## src/core/ibt_pkg.sv

```systemverilog
// Constants, register map and carrier types of the two-wire byte transfer engine.
// Assumes a 100 MHz module clock and a byte-addressed Avalon-MM register slave.
package ibt_pkg;

  // Timing
  localparam int CLK_PERIOD_NS = 10;
  localparam int HALF_BIT_NS = 5000;
  localparam int HALF_BIT_CYC = (HALF_BIT_NS + CLK_PERIOD_NS - 1) / CLK_PERIOD_NS;
  localparam logic [15:0] DIV_RESET = 16'(HALF_BIT_CYC);

  // Register byte offsets
  localparam logic [4:0] OFS_CTL = 5'h00;
  localparam logic [4:0] OFS_STAT = 5'h04;
  localparam logic [4:0] OFS_DATA = 5'h08;
  localparam logic [4:0] OFS_ADDR = 5'h0C;
  localparam logic [4:0] OFS_DIV = 5'h10;

  // Control field positions
  localparam int CTL_EN = 7;
  localparam int CTL_MST = 5;
  localparam int CTL_TX = 4;
  localparam int CTL_TXAK = 3;
  localparam int CTL_RSTA = 2;

  // Status field positions
  localparam int ST_TCF = 7;
  localparam int ST_IAAS = 6;
  localparam int ST_BUSY = 5;
  localparam int ST_ARBITRATION_LOST_FLAG = 4;
  localparam int ST_SRW = 2;
  localparam int ST_RXAK = 0;

  localparam logic [6:0] OWN_ADDR_RESET = 7'h00;
  localparam logic [3:0] LAST_DATA_BIT = 4'h7;
  localparam logic [3:0] ACK_BIT = 4'h8;

  typedef struct packed {
    logic en;
    logic master_select_bit;
    logic tx;
    logic txak;
  } ibt_ctl_t;

  typedef struct packed {
    logic scl;
    logic sda;
  } ibt_line_t;

  typedef enum logic [7:0] {
    M_IDLE  = 8'h01,
    M_START = 8'h02,
    M_HOLD  = 8'h04,
    M_LOW   = 8'h08,
    M_HIGH  = 8'h10,
    M_SEQA  = 8'h20,
    M_SEQB  = 8'h40,
    M_SEQC  = 8'h80
  } ibt_mstate_t;

endpackage

```

## src/core/ibt_core.sv

```systemverilog
// Two-wire bus byte transfer engine, master and slave, behind an Avalon-MM slave.
// Assumes open-drain pads outside: an oe high pulls the line low, out is always 0.
//
// Functional notes
// - Master transmit: data write sends byte, MSB first
// - Master receive: data read starts next byte
// - Slave transfers only after own address matched
// - Transfer starts only when direction matches access
// - Data read returns last received byte
// - First byte after master: address plus direction
// - START only on free bus, SDA falls
// - Address byte: seven bits then direction bit
// - Only matching slave acknowledges on ninth clock
// - No own address; arbitration loss becomes slave
// - Eight bits MSB first, ninth is acknowledge
// - No slave acknowledge shows as failed byte
// - Master nack ends slave transmit, SDA released
// - STOP frees bus; slave releases lines
// - Repeated START allowed without preceding STOP
// - Drive one, see zero: lose, flag, slave
// - Low time counted, high waits for SCL
// - Slave holds SCL low after full byte
// - Master accepts stretched SCL low periods
// - Lines only pulled low or released
// - Disabled after reset, no system reset
// - Master select makes START, clearing makes STOP
// - Direction bit: one transmit, zero receive
// - Byte flag cleared by matching data access
// - Byte flag set on ninth SCL fall
`timescale 1ns/1ps
module ibt_core import ibt_pkg::*; (
  // Clock and reset
  input wire logic clock,
  input wire logic nrst,
  // Avalon-MM register slave
  input wire logic [4:0] avs_address,
  input wire logic avs_read,
  input wire logic avs_write,
  input wire logic [31:0] avs_writedata,
  input wire logic [3:0] avs_byteenable,
  output logic [31:0] avs_readdata,
  output logic avs_waitrequest,
  // Two-wire bus
  input wire logic scl_in,
  output logic scl_out,
  output logic scl_oe,
  input wire logic sda_in,
  output logic sda_out,
  output logic sda_oe
);

  ibt_line_t sync1, sync2, prev;
  ibt_ctl_t ctl;
  ibt_mstate_t m_state;
  logic [6:0] own_addr;
  logic [15:0] div_half, tcnt;
  logic rsta_req, byte_complete_flag, iaas, busy, arbitration_lost_flag, srw, rxak;
  logic xfer, eng_tx, eng_low, addr_cyc, skip_fall, sl_hold, ack_bit;
  logic [3:0] bitn;
  logic [7:0] shift, rx_data;
  logic m_ovr, m_sdalow, m_scllow, m_first, m_rs;
  logic scl_rise, scl_fall, start_det, stop_det, bus_take, wr_ok;
  logic ctl_wr, stat_wr, dat_wr, dat_rd, ready, launch_tx, launch_rx, own_call;
  logic fall9, match, arb_bit, arb_start, arb_stop, arb_rsta, arb_lost, rsta_take, tdone;
  logic [7:0] ctl_v, stat_v;

  // Line synchronisers and edge detection
  always_ff @(posedge clock) begin
    if (!nrst) begin
      sync1 <= '1;
      sync2 <= '1;
      prev <= '1;
    end else begin
      sync1 <= '{scl: scl_in, sda: sda_in};
      sync2 <= sync1;
      prev <= sync2;
    end
  end

  assign scl_rise = sync2.scl & ~prev.scl;
  assign scl_fall = ~sync2.scl & prev.scl;
  assign start_det = sync2.scl & prev.scl & prev.sda & ~sync2.sda;
  assign stop_det = sync2.scl & prev.scl & ~prev.sda & sync2.sda;

  // Bus access decode; a request is taken at the edge where waitrequest is low
  assign bus_take = (avs_read | avs_write) & ~avs_waitrequest;
  assign wr_ok = avs_write & bus_take & avs_byteenable[0];
  assign ctl_wr = wr_ok & (avs_address == OFS_CTL);
  assign stat_wr = wr_ok & (avs_address == OFS_STAT);
  assign dat_wr = wr_ok & (avs_address == OFS_DATA);
  assign dat_rd = avs_read & bus_take & (avs_address == OFS_DATA);

  // Transfer launch
  assign ready = ctl.en & ~xfer & ((ctl.master_select_bit & (m_state == M_HOLD)) | (~ctl.master_select_bit & iaas));
  assign own_call = ctl.master_select_bit & m_first & (avs_writedata[7:1] == own_addr);
  assign launch_tx = dat_wr & ctl.tx & ready & ~own_call;
  assign launch_rx = dat_rd & ~ctl.tx & ready & ~m_first;

  // Bus events and timer end used by the shifter, registers and master clock generator
  assign fall9 = xfer & ~skip_fall & scl_fall & (bitn == ACK_BIT);
  assign match = xfer & addr_cyc & ~eng_tx & ~ctl.master_select_bit & (shift[7:1] == own_addr);
  assign arb_bit = xfer & ctl.master_select_bit & scl_rise & ~eng_low & ~sync2.sda &
                   ((eng_tx & (bitn < ACK_BIT)) | (~eng_tx & (bitn == ACK_BIT)));
  assign arb_start = (m_state == M_IDLE) & ctl.en & ctl.master_select_bit & busy;
  assign arb_stop = stop_det & ctl.master_select_bit & (m_state != M_IDLE);
  assign arb_rsta = rsta_req & ~ctl.master_select_bit;
  assign arb_lost = arb_bit | arb_start | arb_stop | arb_rsta | (dat_wr & ctl.tx & ready & own_call);
  assign rsta_take = (m_state == M_HOLD) & rsta_req & ctl.master_select_bit & ~xfer;
  assign tdone = (tcnt >= div_half);

  always_comb begin
    ctl_v = '0;
    ctl_v[CTL_EN] = ctl.en;
    ctl_v[CTL_MST] = ctl.master_select_bit;
    ctl_v[CTL_TX] = ctl.tx;
    ctl_v[CTL_TXAK] = ctl.txak;
    stat_v = '0;
    stat_v[ST_TCF] = byte_complete_flag;
    stat_v[ST_IAAS] = iaas;
    stat_v[ST_BUSY] = busy;
    stat_v[ST_ARBITRATION_LOST_FLAG] = arbitration_lost_flag;
    stat_v[ST_SRW] = srw;
    stat_v[ST_RXAK] = rxak;
  end

  // Avalon handshake and read data
  always_ff @(posedge clock) begin
    if (!nrst) begin
      avs_waitrequest <= 1'b1;
      avs_readdata <= '0;
    end else begin
      avs_waitrequest <= ~((avs_read | avs_write) & avs_waitrequest);
      if (avs_read & avs_waitrequest) begin
        case (avs_address)
          OFS_CTL: avs_readdata <= {24'h000000, ctl_v};
          OFS_STAT: avs_readdata <= {24'h000000, stat_v};
          OFS_DATA: avs_readdata <= {24'h000000, rx_data};
          OFS_ADDR: avs_readdata <= {25'h0000000, own_addr};
          OFS_DIV: avs_readdata <= {16'h0000, div_half};
          default: avs_readdata <= '0;
        endcase
      end
    end
  end

  // Control registers
  always_ff @(posedge clock) begin
    if (!nrst) begin
      ctl <= '0;
      own_addr <= OWN_ADDR_RESET;
      div_half <= DIV_RESET;
      rsta_req <= 1'b0;
    end else begin
      if (ctl_wr) begin
        ctl.en <= avs_writedata[CTL_EN];
        ctl.master_select_bit <= avs_writedata[CTL_MST] & avs_writedata[CTL_EN];
        ctl.tx <= avs_writedata[CTL_TX];
        ctl.txak <= avs_writedata[CTL_TXAK];
      end
      if (wr_ok & (avs_address == OFS_ADDR)) begin
        own_addr <= avs_writedata[6:0];
      end
      if (wr_ok & (avs_address == OFS_DIV)) begin
        div_half <= avs_writedata[15:0];
      end
      if (arb_lost) begin
        ctl.master_select_bit <= 1'b0;
      end
      if (ctl_wr & avs_writedata[CTL_RSTA]) begin
        rsta_req <= 1'b1;
      end else if (rsta_take | arb_rsta) begin
        rsta_req <= 1'b0;
      end
    end
  end

  // Status flags; hardware set wins over software clear
  always_ff @(posedge clock) begin
    if (!nrst) begin
      byte_complete_flag <= 1'b0;
      iaas <= 1'b0;
      busy <= 1'b0;
      arbitration_lost_flag <= 1'b0;
      srw <= 1'b0;
      rxak <= 1'b0;
    end else begin
      if (fall9) begin
        byte_complete_flag <= 1'b1;
      end else if ((dat_rd & ~ctl.tx) | (dat_wr & ctl.tx)) begin
        byte_complete_flag <= 1'b0;
      end
      if (scl_fall & ~skip_fall & (bitn == LAST_DATA_BIT) & match) begin
        iaas <= 1'b1;
        srw <= shift[0];
      end else if (ctl_wr | stop_det) begin
        iaas <= 1'b0;
      end
      if (start_det) begin
        busy <= 1'b1;
      end else if (stop_det) begin
        busy <= 1'b0;
      end
      if (arb_lost) begin
        arbitration_lost_flag <= 1'b1;
      end else if (stat_wr & avs_writedata[ST_ARBITRATION_LOST_FLAG]) begin
        arbitration_lost_flag <= 1'b0;
      end
      if (xfer & scl_rise & (bitn == ACK_BIT) & eng_tx) begin
        rxak <= sync2.sda;
      end
    end
  end

  // Bit shifter shared by master and slave
  always_ff @(posedge clock) begin
    if (!nrst) begin
      xfer <= 1'b0;
      bitn <= '0;
      shift <= '0;
      rx_data <= '0;
      eng_tx <= 1'b0;
      eng_low <= 1'b0;
      addr_cyc <= 1'b0;
      skip_fall <= 1'b0;
      sl_hold <= 1'b0;
      ack_bit <= 1'b0;
    end else if (!ctl.en | stop_det) begin
      xfer <= 1'b0;
      eng_low <= 1'b0;
      sl_hold <= 1'b0;
      addr_cyc <= 1'b0;
    end else if (start_det & ~ctl.master_select_bit) begin
      xfer <= 1'b1;
      bitn <= '0;
      eng_tx <= 1'b0;
      eng_low <= 1'b0;
      addr_cyc <= 1'b1;
      skip_fall <= 1'b1;
      sl_hold <= 1'b0;
    end else if (launch_tx | launch_rx) begin
      xfer <= 1'b1;
      bitn <= '0;
      eng_tx <= ctl.tx;
      shift <= avs_writedata[7:0];
      eng_low <= launch_tx & ~avs_writedata[7];
      addr_cyc <= m_first & ctl.master_select_bit;
      skip_fall <= 1'b0;
      sl_hold <= 1'b0;
    end else if (xfer) begin
      if (arb_bit) begin
        eng_tx <= 1'b0;
        eng_low <= 1'b0;
      end
      if (scl_rise) begin
        if (bitn < ACK_BIT) begin
          shift <= {shift[6:0], sync2.sda};
        end else begin
          ack_bit <= sync2.sda;
        end
      end
      if (scl_fall & skip_fall) begin
        skip_fall <= 1'b0;
      end else if (scl_fall) begin
        bitn <= bitn + 4'h1;
        if (bitn < LAST_DATA_BIT) begin
          eng_low <= eng_tx & ~shift[7];
        end else if (bitn == LAST_DATA_BIT) begin
          if (eng_tx) begin
            eng_low <= 1'b0;
          end else if (addr_cyc) begin
            eng_low <= match;
            xfer <= match;
          end else begin
            eng_low <= ~ctl.txak;
            rx_data <= shift;
          end
        end else begin
          xfer <= 1'b0;
          bitn <= '0;
          eng_low <= 1'b0;
          addr_cyc <= 1'b0;
          sl_hold <= ~ctl.master_select_bit & (iaas | addr_cyc) & ~(eng_tx & ack_bit);
        end
      end
    end
  end

  // Master clock generator, START, STOP and repeated START
  always_ff @(posedge clock) begin
    if (!nrst) begin
      m_state <= M_IDLE;
      tcnt <= '0;
      m_ovr <= 1'b0;
      m_sdalow <= 1'b0;
      m_scllow <= 1'b0;
      m_first <= 1'b0;
      m_rs <= 1'b0;
    end else if (!ctl.en | arb_lost) begin
      m_state <= M_IDLE;
      tcnt <= '0;
      m_ovr <= 1'b0;
      m_scllow <= 1'b0;
      m_first <= 1'b0;
    end else begin
      tcnt <= tcnt + 16'h0001;
      unique case (m_state)
        M_IDLE: begin
          m_ovr <= 1'b0;
          tcnt <= '0;
          if (ctl.master_select_bit & ~busy) begin
            m_state <= M_START;
            m_ovr <= 1'b1;
            m_sdalow <= 1'b1;
          end
        end
        M_START: begin
          if (tdone) begin
            // SDA stays low until the first bit is set up under SCL low
            m_state <= M_HOLD;
            m_scllow <= 1'b1;
            m_first <= 1'b1;
          end
        end
        M_HOLD: begin
          tcnt <= '0;
          if (xfer) begin
            m_state <= M_LOW;
            m_first <= 1'b0;
            m_ovr <= 1'b0;
          end else if (!ctl.master_select_bit) begin
            m_state <= M_SEQA;
            m_ovr <= 1'b1;
            m_sdalow <= 1'b1;
            m_rs <= 1'b0;
          end else if (rsta_take) begin
            m_state <= M_SEQA;
            m_ovr <= 1'b1;
            m_sdalow <= 1'b0;
            m_rs <= 1'b1;
          end
        end
        M_LOW: begin
          if (!xfer) begin
            m_state <= M_HOLD;
          end else if (tdone) begin
            m_state <= M_HIGH;
            m_scllow <= 1'b0;
            tcnt <= '0;
          end
        end
        M_HIGH: begin
          if (!sync2.scl) begin
            tcnt <= '0;
          end else if (tdone) begin
            m_state <= M_LOW;
            m_scllow <= 1'b1;
            tcnt <= '0;
          end
        end
        M_SEQA: begin
          if (tdone) begin
            m_state <= M_SEQB;
            m_scllow <= 1'b0;
            tcnt <= '0;
          end
        end
        M_SEQB: begin
          if (!sync2.scl) begin
            tcnt <= '0;
          end else if (tdone) begin
            tcnt <= '0;
            m_sdalow <= m_rs;
            m_state <= m_rs ? M_SEQC : M_IDLE;
            m_ovr <= m_rs;
          end
        end
        M_SEQC: begin
          if (tdone) begin
            m_state <= M_HOLD;
            m_scllow <= 1'b1;
            m_first <= 1'b1;
          end
        end
      endcase
    end
  end

  // Open-drain pin drivers
  always_ff @(posedge clock) begin
    if (!nrst) begin
      sda_oe <= 1'b0;
      scl_oe <= 1'b0;
      sda_out <= 1'b0;
      scl_out <= 1'b0;
    end else begin
      sda_oe <= ctl.en & (m_ovr ? m_sdalow : eng_low);
      scl_oe <= ctl.en & (m_scllow | sl_hold);
      sda_out <= 1'b0;
      scl_out <= 1'b0;
    end
  end
endmodule

```

## config.mk

```make
export PLATFORM = sky130hd
export DESIGN_NAME = ibt_core
export DESIGN_NICKNAME = d
export VERILOG_FILES = /design/src/core/ibt_pkg.sv /design/src/core/ibt_core.sv
export SDC_FILE = /design/constraint.sdc
export NUM_CORES = 1
export LEC_CHECK = 0
export ABC_CLOCK_PERIOD_IN_PS = 6000
export BUFFER_PORTS_ARGS = -buffer_cell sky130_fd_sc_hd__buf_2
export CAP_MARGIN = 20
export CORE_AREA = 2 2 113 115
export DETAILED_ROUTE_END_ITERATION = 16
export DIE_AREA = 0 0 115 117
export PLACE_DENSITY = 0.7
export SLEW_MARGIN = 5
export SYNTH_ARGS = -nofsm -noshare
export SYNTH_HDL_FRONTEND = slang
export SYNTH_SLANG_ARGS = --single-unit
```

## constraint.sdc

```tcl
create_clock -name clock -period 6 [get_ports clock]
set_input_delay 0.3 -clock clock [delete_from_list [all_inputs] [get_ports clock]]
set_output_delay 0.3 -clock clock [all_outputs]
set_load 0.02 [all_outputs]
```

=== Word level (Yosys, flattened, before mapping) ===
Cells that the tools add are included.

* Mux-type cells: 95
* $lt $le $gt $ge: 3
* Add/subtract/negate cells: 2
* Equal/unequal tests: 34
* Reductions and logical operators: 39
* Bitwise gates (word level): 118

{| class="wikitable"
|+ Operators with widths
! operator !! number
|-
| 8-bit two-way mux || 17
|-
| 16-bit one-hot mux with 5 select lines || 1
|-
| 1-bit bitwise AND || 74
|-
| 16-bit one-hot mux with 4 select lines || 1
|-
| 1-bit two-way mux || 61
|-
| 8-bit one-hot mux with 7 select lines || 1
|-
| 16-bit two-way mux || 3
|-
| 1-bit inverter || 29
|-
| 4-bit two-way mux || 7
|-
| 2-bit nonzero test || 9
|-
| 16-bit by 1-bit adder with 16-bit output, second input constant || 1
|-
| 16-bit greater-or-equal comparator || 1
|-
| 2-bit inequality test, second input constant || 8
|-
| 1-bit OR || 15
|-
| 5-bit AND reduction || 3
|-
| 3-bit nonzero test || 5
|-
| 7-bit == test || 2
|-
| 3-bit inequality test, second input constant || 4
|-
| 3-bit AND reduction || 4
|-
| 4-bit AND reduction || 3
|-
| 2-bit OR reduction || 6
|-
| 5-bit by 4-bit == test with 1-bit output, second input constant || 2
|-
| 10-bit AND reduction || 1
|-
| 9-bit AND reduction || 1
|-
| other kinds (29) || 32
|}

* Register bits: 131

=== Depth between registers and ports, before layout ===
Gate-level depths: netlist of run 1.

* Depth after elaboration: 13
* Gate-level depth with buffers: 9
* Gate-level depth less buffers: 8

=== Worst setup path before layout of run 1 ===
No wires, ideal clock.

* Path kind: register to register
* Start point: register div_half[15]
* End point: register m_state[4]
* Data arrival time: 2.631 ns
* Clock period less this slack: 2.701 ns
* Path buffers: 1
* Cell stages (with the launch flop): 10
* Setup time: 0.070 ns
* Path slack: 3.299 ns
* Cells stage by stage: dfxtp_1 -> inv_1 -> ha_1 -> nand4_1 -> or3_1 -> or4_4 -> and4_4 -> buf_6 -> or4_1 -> a21oi_1

* Cells in the longest elaborated chain, start to end: 3
* Elaborated cells between the ends (all ways): 7
* Classes of those cells: order compare (1); eq/ne (5); reduce/logical (1)

{| class="wikitable"
|+ RTL lines
! item !! RTL line !! text
|-
| start: declaration || ibt_core.sv:56 || <nowiki>logic [15:0] div_half, tcnt;</nowiki>
|-
| start signal: assignment || ibt_core.sv:164 || <nowiki>div_half <= avs_writedata[15:0];</nowiki>
|-
| 16-bit greater-or-equal comparator * || ibt_core.sv:109 || <nowiki>assign tdone = (tcnt >= div_half);</nowiki>
|-
| 3-bit inequality test (no source line) (tied with other cells) || n/a ||
|-
| 9-bit AND reduction (no source line) * || n/a ||
|-
| end signal: assignment || ibt_core.sv:373 || <nowiki>m_state <= m_rs ? M_SEQC : M_IDLE;</nowiki>
|-
| end: declaration || ibt_core.sv:54 || <nowiki>ibt_mstate_t m_state;</nowiki>
|}

Every way passes the cells marked *; elsewhere a longest branch is shown, timed or not.
A chain may end at the register's enable or synchronous reset.

=== Worst setup path after layout of run 1 ===
* Start point: register m_state[3]
* End point: register tcnt[14]

* Cells in the longest elaborated chain, start to end: 10
* Elaborated cells between the ends (all ways): 25
* Classes of those cells: eq/ne (7); mux (1); bitwise (14); reduce/logical (3)

{| class="wikitable"
|+ RTL lines
! item !! RTL line !! text
|-
| 8-bit by 1-bit == test with 1-bit output || ibt_core.sv:104, ibt_core.sv:306 ||
|-
| 1-bit bitwise AND (3 in a row) || ibt_core.sv:104 || <nowiki>assign arb_start = (m_state == M_IDLE) & ctl.en & ctl.master_select_bit & busy;</nowiki>
|-
| 1-bit OR (4 in a row) || ibt_core.sv:107 || <nowiki>assign arb_lost = arb_bit | arb_start | arb_stop | arb_rsta | (dat_wr & ctl.tx & ready & own_call);</nowiki>
|-
| 1-bit OR || ibt_core.sv:298 || <nowiki>end else if (!ctl.en | arb_lost) begin</nowiki>
|-
| 2-bit OR reduction (no source line) || n/a ||
|-
| end signal: assignment || ibt_core.sv:305 || <nowiki>tcnt <= tcnt + 16'h0001;</nowiki>
|-
| end: declaration || ibt_core.sv:56 ||
|}

Parallel ways exist; a longest one is shown, timed or not.

==> impl_metrics.env, run 1 <==
export IMPL_cp_end_kind="flop"
export IMPL_power_leakage_nw=2.62
export IMPL_setup_slack_ns=3.07
export IMPL_finalSetupViolations=0
export IMPL_drive_gt1_share_pct=11.4
export IMPL_cts_root_buf="clkbuf_16"
export IMPL_place_hpwl_mm=11.3
export IMPL_syn_area_per_cell_sq_um=7.93
export IMPL_tightest_slew_ns=0.948
export IMPL_antenna_cells=0
export IMPL_syn_area_sq_um=5980
export IMPL_synthTopCellsByCount="dfxtp_1, nand2_1, nor2_1"
export IMPL_cellPowerDensity_nw_per_um2=281
export IMPL_vdd_drop_max_uv=220
export IMPL_drt_iter0_drc=451
export IMPL_finalCoreUtilization_pct=55.2
export IMPL_hold_class="in2reg"
export IMPL_num_rows=41
export IMPL_ant_nets=0
export IMPL_maxCapViolations=0
export IMPL_cts_tree="yes"
export IMPL_die_area_sq_um=13500
export IMPL_syn_inst=754
export IMPL_critPathMaxFanout=16
export IMPL_grt_pass1_vias=5314
export IMPL_cts_buffers=17
export IMPL_fin_crit_sh_pct=48.9
export IMPL_startpoint_type="flop"
export IMPL_grt_ovfl_total=0
export IMPL_syn_to_final_growth_pct=13.8
export IMPL_seq_area_frac_synth_pct=38.5
export IMPL_cts_hold_fix_buffers=0
export IMPL_clkTransAtPathRegs_ns=0.05
export IMPL_clk_latency_ns=0.43
export IMPL_cp_required_ns=6.29
export IMPL_io_pins=84
export IMPL_cts_resized=0
export IMPL_post_cts_buffers=0
export IMPL_fillCellCount=1141
export IMPL_synthArstFlopShare_pct=0
export IMPL_globalplace_congestion=0.890
export IMPL_core_sq_um=12300
export IMPL_status="finished clean"
export IMPL_die_y_um=117
export IMPL_yosys_area_top_type="dfxtp_1"
export IMPL_wl_mm=15.9
export IMPL_skew_ns=0.00810
export IMPL_yosysWarningCount=0
export IMPL_timing_slew_headroom_pct=36.8
export IMPL_clkSinkCount=115
export IMPL_io_buffer_count=46
export IMPL_grt_util_all_layers_pct=25.0
export IMPL_multi_input_area_sq_um=3340
export IMPL_grt_pass1_wl_mm=26.2
export IMPL_cp_data_arrival_time_ns=3.22
export IMPL_synth_top_cell_area_share_pct=38.5
export IMPL_synth_edf_count=0
export IMPL_min_period_ns=2.93
export IMPL_via_per_inst=6.00
export IMPL_nNetsFinal=846
export IMPL_hold_viol_final=0
export IMPL_holdWs_ns=0.0605
export IMPL_grt_antenna_before_repair=0
export IMPL_maxSlewViolCount=0
export IMPL_die_w_um=115
export IMPL_ctsHtreeMaxLevel=4
export IMPL_rrSetupSlack_ns=3.07
export IMPL_first_pass_iters=8
export IMPL_tns_ns=0
export IMPL_clockBufferDepth=2
export IMPL_synth_flop_cell="dfxtp_1"
export IMPL_drc_errors=0
export IMPL_fmax_mhz=341
export IMPL_synth_cell_type_count=61
export IMPL_vias=5650
export IMPL_yosysMostFrequentCell="dfxtp_1"
export IMPL_synth_area_leaders="dfxtp_1, nand2_1, a21oi_1, nor2_1, ha_1"
export IMPL_dp_slack_ns=3.11
export IMPL_postSynthRegisterBits=115
export IMPL_start_util_pct=48.5
export IMPL_rsz0062_at_grt="no"
export IMPL_wl_per_cell_um=16.9
export IMPL_grt_max_degree=54
export IMPL_register_area_sq_um=2300
export IMPL_path_class="reg2reg"
## sequential cells by signal, indices dropped and copies added, names as in the netlist, 2 cells and up
register      cells
own_addr          7
tcnt             16
ctl               4
avs_readdata     16
sync1             2
bitn              4
m_state           8
prev              2
div_half         16
rx_data           8
shift             8
sync2             2
## per-stage QoR
stage | instances | power (mW) | instance area [sq um]
5_1_grt | 941 | 1.97 | 6800
3_5_place_dp | 910 | 0.857 | 6170
2_1_floorplan | 771 | 0.841 | 6040
3_3_place_gp | 910 | 0.856 | 6170
6_report | 941 | 1.91 | 6800
4_1_cts | 940 | 1.93 | 6790
## worst paths after layout
path / cells after the start / startpoint / to
max reg2reg: 6 / m_state[3] / tcnt[14]
min reg2reg: 1 / sync1[0] / sync2[0]
min: 2 / sda_in / sync1[0]
max: 6 / m_state[3] / tcnt[14]
## power breakdown
group	switching [mW]	internal (mW)
clock network	0.351	0.720
logic	0.0477	0.0185
registers	0.00741	0.770
total	0.406	1.51
## placed cells by master (no fill, tap or decap), types with 4 or more instances in the layout
| master | netlist | layout |
|---|---|---|
| xor2_1 | 19 | 19 |
| bufinv_16 | 0 | 4 |
| xnor2_1 | 12 | 12 |
| nand4b_1 | 5 | 5 |
| buf_2 | 5 | 46 |
| mux2i_1 | 13 | 13 |
| a21o_1 | 6 | 6 |
| nand4_1 | 12 | 12 |
| dfxtp_1 | 115 | 115 |
| a21oi_1 | 56 | 56 |
| ha_1 | 19 | 19 |
| conb_1 | 1 | 18 |
| nor3_1 | 15 | 15 |
| nand2_1 | 113 | 113 |
| nor4_1 | 8 | 8 |
| or2_2 | 4 | 4 |
| and2_1 | 6 | 6 |
| nor2b_1 | 5 | 5 |
| o21ai_0 | 31 | 31 |
| nand2b_1 | 12 | 12 |
| a222oi_1 | 8 | 8 |
| o211ai_1 | 8 | 8 |
| or4_1 | 5 | 5 |
| or3_1 | 4 | 4 |
| nor2_1 | 71 | 71 |
| clkbuf_16 | 0 | 17 |
| inv_1 | 23 | 23 |
| a31oi_1 | 22 | 22 |
| a22oi_1 | 4 | 4 |
| nand3_1 | 43 | 43 |
| and3_1 | 8 | 8 |
## routing by layer
| metal | share of wire [%] | vias up | global-route usage (%) |
|---|---|---|---|
| met2 | 46 | 256 | 40.1 |
| met1 | 44 | 2674 | 31.9 |
| li1 | - | 2683 | - |
| met5 | 0 | - | 0 |
| met4 | 2.4 | 0 | 9.72 |
| met3 | 7.8 | 37 | 7.67 |
## worst max-delay path: stages (launching register included)
cell	delay, ns
dfxtp_1	0.39
or4b_2	0.74
o21ai_0	0.38
and3_1	0.26
a2111o_1	0.42
a211o_1	0.49
nor2_1	0.11
## area by class of cell
type / instances / share of cell area, %
clock buffer: 21 / 6.92
inverter: 24 / 1.32
tap: 150 / 2.76
sequential: 115 / 33.8
clock inverter: 9 / 2.26
timing repair buffer: 49 / 3.77
multi-input combinational: 573 / 49.1
## cells by family (layout without fill, tap and decap cells)
family                     after synthesis  count (layout)  synth area share [%]
adders and majority gates               19              19                  3.98
muxes                                   13              13                  2.18
xor gates and xnor gates                31              31                  4.54
and+or+nand+nor                        331             331                  26.9
other                                    1              18                0.0628
DFF                                    115             115                  38.5
AOI/OAI and AO/OA                      161             161                  17.2
buffers and inverters                   83             103                  6.64
No activity file was read; power rests on OpenSTA's default activity.
==> inputs of run 2 (changes only) <==
--- a/config.mk
+++ b/config.mk
@@ -5,7 +5,7 @@
 export SDC_FILE = /design/constraint.sdc
 export NUM_CORES = 1
 export LEC_CHECK = 0
-export ABC_CLOCK_PERIOD_IN_PS = 6000
+export ABC_CLOCK_PERIOD_IN_PS = 2700
 export BUFFER_PORTS_ARGS = -buffer_cell sky130_fd_sc_hd__buf_2
 export CAP_MARGIN = 20
 export CORE_AREA = 2 2 113 115
==> constraint.sdc (replaced) <==
create_clock -name clock -period 2.7 [get_ports clock]
set_input_delay 0.135 -clock clock [delete_from_list [all_inputs] [get_ports clock]]
set_output_delay 0.135 -clock clock [all_outputs]
set_load 0.02 [all_outputs]
==> impl_metrics.env, run 2 (same netlist as run 1, synthesis figures left out) <==
export IMPL_wl_mm=16.8
export IMPL_start_util_pct=48.5
export IMPL_mostFrequentLayoutCells="nand2_1, dfxtp_1, nor2_1"
export IMPL_cts_root_buf="clkbuf_16"
export IMPL_ff2ff_path_depth=8
export IMPL_setup_slack_ns=0.0939
export IMPL_hold_path_endpoint="div_half[1]"
export IMPL_grt_antenna_before_repair=0
export IMPL_clkTransAtPathRegs_ns=0.06
export IMPL_fmax_mhz=384
export IMPL_syn_to_final_growth_pct=20.7
export IMPL_die_area_sq_um=13500
export IMPL_clk_latency_ns=0.43
export IMPL_largestRegisters="avs_readdata: 16 flops, div_half: 16 flops, tcnt: 16 flops"
export IMPL_vdd_drop_max_uv=464
export IMPL_holdWs_ns=0.0103
export IMPL_startpoint_type="flop"
export IMPL_grt_max_degree=54
export IMPL_ctsHtreeMaxLevel=4
export IMPL_cp_data_arrival_time_ns=2.96
export IMPL_timing_slew_headroom_pct=35.9
export IMPL_place_hpwl_mm=11.8
export IMPL_finalSetupViolations=0
export IMPL_dp_slack_ns=-0.00672
export IMPL_maxCapViolations=0
export IMPL_power_leakage_nw=2.84
export IMPL_fin_cells=989
export IMPL_drive_gt1_share_pct=16.2
export IMPL_die_y_um=117
export IMPL_cp_required_ns=3.05
export IMPL_cp_end_kind="flop"
export IMPL_via_per_inst=5.84
export IMPL_core_sq_um=12300
export IMPL_critPathMaxFanout=6
export IMPL_globalplace_congestion=0.916
export IMPL_tns_ns=0
export IMPL_drc_errors=0
export IMPL_ant_nets=0
export IMPL_cts_buffers=17
export IMPL_worstHoldPathCells=3
export IMPL_cellPowerDensity_nw_per_um2=567
export IMPL_path_class="reg2reg"
export IMPL_status="finished clean"
export IMPL_io_buffer_count=46
export IMPL_grt_util_all_layers_pct=26.1
export IMPL_rsz0062_at_grt="no"
export IMPL_clockBufferDepth=2
export IMPL_die_w_um=115
export IMPL_grt_ovfl_total=0
export IMPL_antenna_cells=0
export IMPL_io_pins=84
export IMPL_num_rows=41
export IMPL_dp_cells=939
export IMPL_fillCellCount=1103
export IMPL_min_period_ns=2.61
export IMPL_hp_start="avs_writedata[1]"
export IMPL_grt_pass1_vias=5468
export IMPL_wl_per_cell_um=17.0
export IMPL_skew_ns=0.0157
export IMPL_r2r_start="div_half[14]"
export IMPL_hold_viol_final=0
export IMPL_maxSlewViolCount=0
export IMPL_tightest_slew_ns=0.962
export IMPL_fin_crit_sh_pct=96.5
export IMPL_r2r_end="m_state[4]"
export IMPL_vias=5773
export IMPL_first_pass_iters=5
export IMPL_cts_tree="yes"
export IMPL_hold_class="in2reg"
export IMPL_grt_pass1_wl_mm=27.4
export IMPL_rrSetupSlack_ns=0.09
export IMPL_clkSinkCount=115
export IMPL_mostFrequentLayoutCell="nand2_1"
export IMPL_nNetsFinal=892
export IMPL_drt_iter0_drc=505
[run 2: worst max-delay path by stage]
stage	from	end	slack [ns]	cells after the start
after floorplan	div_half[15]	m_state[4]	0.02	9
after global placement	div_half[15]	m_state[4]	0.05	8
after detailed placement	div_half[15]	m_state[4]	-0.007	8
after CTS	div_half[12]	m_state[4]	0.007	8
after global routing	div_half[14]	m_ovr	0.02	9
final	div_half[14]	m_state[4]	0.09	8
[run 2: timing repair]
item | 4_1_cts | 5_1_grt
pin swaps | 2 | 1
gates resized for setup | 3 | 9
hold buffers | 14 | 0
gates cloned | 0 | 0
setup endpoints to repair | 1 | 21
hold endpoints to repair | 14 | 0
setup buffers | 2 | 2
[run 2: per-stage QoR]
stage | cell area, sq um | total power, mW | utilization (%)
2_1_floorplan | 6040 | 1.87 | -
3_3_place_gp | 6410 | 1.91 | 52.1
3_5_place_dp | 6410 | 1.91 | 52.1
4_1_cts | 7160 | 4.10 | 58.2
5_1_grt | 7210 | 4.21 | 58.6
6_report | 7210 | 4.09 | 58.6
[run 2: area by class of cell]
cell class / instances / area [sq um] / share of cell area, %
Sequential cell: 115 / 2310 / 32.0
Clock buffer: 18 / 439 / 6.09
Clock inverter: 14 / 138 / 1.91
Tap cell: 150 / 188 / 2.60
Timing Repair Buffer: 95 / 658 / 9.13
Inverter: 24 / 90.1 / 1.25
Multi-Input combinational cell: 573 / 3390 / 47.0
[run 2: per-layer routing]
layer	global-route usage (%)	routed length, um	up-vias
met2	42.4	7990	271
met5	0	0	-
met1	34.6	7360	2704
li1	-	-	2782
met3	5.82	1290	16
met4	9.00	194	0
[run 2: worst max-delay path: stages (launching register included)]
cell     delay [ns]
dfxtp_2        0.33
inv_1          0.07
ha_4           0.27
nand4_1        0.12
or3_4          0.40
or4_4          0.49
and4_4         0.21
or4_4          0.51
a21oi_2        0.13
[run 2: power breakdown]
part           total (mW)  leakage (nW)  switching (mW)  internal [mW]
sequential           1.72         0.930          0.0131           1.71
combinational       0.176          1.63           0.115         0.0609
clock                2.19         0.278           0.818           1.37
total                4.09          2.84           0.947           3.14
==> inputs of run 3 (changes only) <==
--- a/config.mk
+++ b/config.mk
@@ -11,7 +11,9 @@
 export CORE_AREA = 2 2 113 115
 export DETAILED_ROUTE_END_ITERATION = 16
 export DIE_AREA = 0 0 115 117
+export MAX_ROUTING_LAYER = met4
 export PLACE_DENSITY = 0.7
+export SETUP_SLACK_MARGIN = 0.2
 export SLEW_MARGIN = 5
 export SYNTH_ARGS = -nofsm -noshare
 export SYNTH_HDL_FRONTEND = slang
==> impl_metrics.env, run 3 (same netlist as run 1, synthesis figures left out) <==
export IMPL_die_w_um=115
export IMPL_io_buffer_count=46
export IMPL_clockBufferDepth=2
export IMPL_fin_crit_sh_pct=95.3
export IMPL_wl_mm=17.2
export IMPL_finalPower_mw=4.26
export IMPL_grt_max_degree=34
export IMPL_startpoint_type="flop"
export IMPL_largestRegisters="avs_readdata: 16 flops, div_half: 16 flops, tcnt: 16 flops"
export IMPL_fillCellCount=1094
export IMPL_via_per_inst=5.83
export IMPL_cp_required_ns=3.05
export IMPL_power_leakage_nw=2.92
export IMPL_path_delay_family="simple AND/OR/NAND/NOR gates"
export IMPL_cp_end_kind="flop"
export IMPL_path_buf_inv=1
export IMPL_setup_slack_ns=0.126
export IMPL_first_pass_iters=5
export IMPL_ant_nets=0
export IMPL_cts_buffers=17
export IMPL_crit_chain="inv_2 -> ha_4 -> nand4_1 -> or3_4 -> or4_4 -> and4_4 -> or4_4 -> a21oi_2"
export IMPL_core_sq_um=12300
export IMPL_register_area_sq_um=2310
export IMPL_skew_ns=0.00815
export IMPL_fin_area_sq_um=7410
export IMPL_start_util_pct=48.5
export IMPL_drc_errors=0
export IMPL_num_rows=41
export IMPL_die_y_um=117
export IMPL_hold_path_endpoint="div_half[3]"
export IMPL_cp_data_arrival_time_ns=2.93
export IMPL_path_class="reg2reg"
export IMPL_fmax_mhz=388
export IMPL_hold_class="in2reg"
export IMPL_cpPeakStageDelay_ns=0.50
export IMPL_ff2ff_path_depth=8
export IMPL_grt_ovfl_total=0
export IMPL_nNetsFinal=899
export IMPL_rrSetupSlack_ns=0.13
export IMPL_finalCoreUtilization_pct=60.2
export IMPL_drt_iter0_drc=470
export IMPL_tightest_slew_ns=0.623
export IMPL_r2r_start="div_half[13]"
export IMPL_finalSetupViolations=0
export IMPL_critPathMaxFanout=4
export IMPL_globalplace_congestion=0.938
export IMPL_min_period_ns=2.57
export IMPL_grt_util_all_layers_pct=27.1
export IMPL_grt_antenna_before_repair=0
export IMPL_antenna_cells=0
export IMPL_maxCapViolations=0
export IMPL_clkTransAtPathRegs_ns=0.05
export IMPL_hp_start="avs_writedata[3]"
export IMPL_cp_slowest_cell="or4_4"
export IMPL_r2r_end="m_state[6]"
export IMPL_mostFrequentLayoutCell="nand2_1"
export IMPL_mostFrequentLayoutCells="nand2_1, dfxtp_1, nor2_1"
export IMPL_wl_per_cell_um=17.3
export IMPL_ctsHtreeMaxLevel=4
export IMPL_status="finished clean"
export IMPL_vias=5796
export IMPL_drive_gt1_share_pct=18.8
export IMPL_io_pins=84
export IMPL_worstHoldPathCells=3
export IMPL_vdd_drop_max_uv=431
export IMPL_cellPowerDensity_nw_per_um2=575
export IMPL_multi_input_area_sq_um=3470
export IMPL_hold_viol_final=0
export IMPL_dp_slack_ns=-0.0353
export IMPL_timing_slew_headroom_pct=58.1
export IMPL_cpMostUsedCell="or4_4"
export IMPL_rsz0062_at_grt="yes"
export IMPL_place_hpwl_mm=12.0
export IMPL_grt_pass1_wl_mm=27.7
export IMPL_die_area_sq_um=13500
export IMPL_clk_latency_ns=0.42
export IMPL_grt_pass1_vias=5552
export IMPL_placed_cell_area_sq_um=6380
export IMPL_cts_root_buf="clkbuf_16"
export IMPL_clkSinkCount=115
export IMPL_cts_tree="yes"
export IMPL_maxSlewViolCount=0
export IMPL_syn_to_final_growth_pct=24.0
## run 3: final cells by class
class	count	share of cell area, %
multi-input combinational	573	46.9
sequential	115	31.2
timing repair buffer	102	9.83
clock buffer	22	6.26
tap	150	2.53
clock inverter	9	2.08
inverter	24	1.22
## run 3: timing repair
item / in CTS / in global routing
gates resized for setup: 16 / 16
hold endpoints to repair: 13 / 0
buffers inserted: 10 / 4
pin swaps: 7 / 7
setup endpoints to repair: 21 / 44
cloned: 0 / 1
hold buffers: 14 / 0
## run 3: worst max path at each step
stage                      start    endpoint  slack (ns)  cells after the start
finish              div_half[13]  m_state[6]        0.13                      8
global route        div_half[13]  m_state[6]        0.09                      8
floorplan           div_half[13]  m_state[4]        0.11                      9
detailed placement  div_half[13]  m_state[4]       -0.04                      8
CTS                 div_half[13]  m_state[6]        0.12                      8
global placement    div_half[13]  m_state[4]        0.07                      8
## run 3: where the power goes
part / leakage, nW / internal, mW / switching (mW) / total, mW
sequential: 0.934 / 1.71 / 0.0145 / 1.72
clock: 0.296 / 1.58 / 0.779 / 2.36
combinational: 1.69 / 0.0609 / 0.116 / 0.177
total: 2.92 / 3.35 / 0.909 / 4.26
## run 3: layer usage
| metal | share of wire (%) | track usage [%] | up-vias |
|---|---|---|---|
| li1 | - | - | 2791 |
| met1 | 44 | 34.5 | 2755 |
| met2 | 48 | 43.3 | 230 |
| met3 | 7.0 | 5.72 | 20 |
| met4 | 1.3 | 8.51 | 0 |
| met5 | 0 | - | - |
## run 3: metrics by stage
step	TNS, ns	hold WS [ns]	cells
6_report	0	0.0191	995
5_1_grt	0	0.0429	995
4_1_cts	0	0.00340	990
3_5_place_dp	-0.0353	0.323	935
3_3_place_gp	0	0.322	935
2_1_floorplan	0	0.236	771
## run 3: tightest hold or removal path, stage by stage
cell and delay, ns:
buf_2 0.14, nand2_1 0.06, a21oi_1 0.05
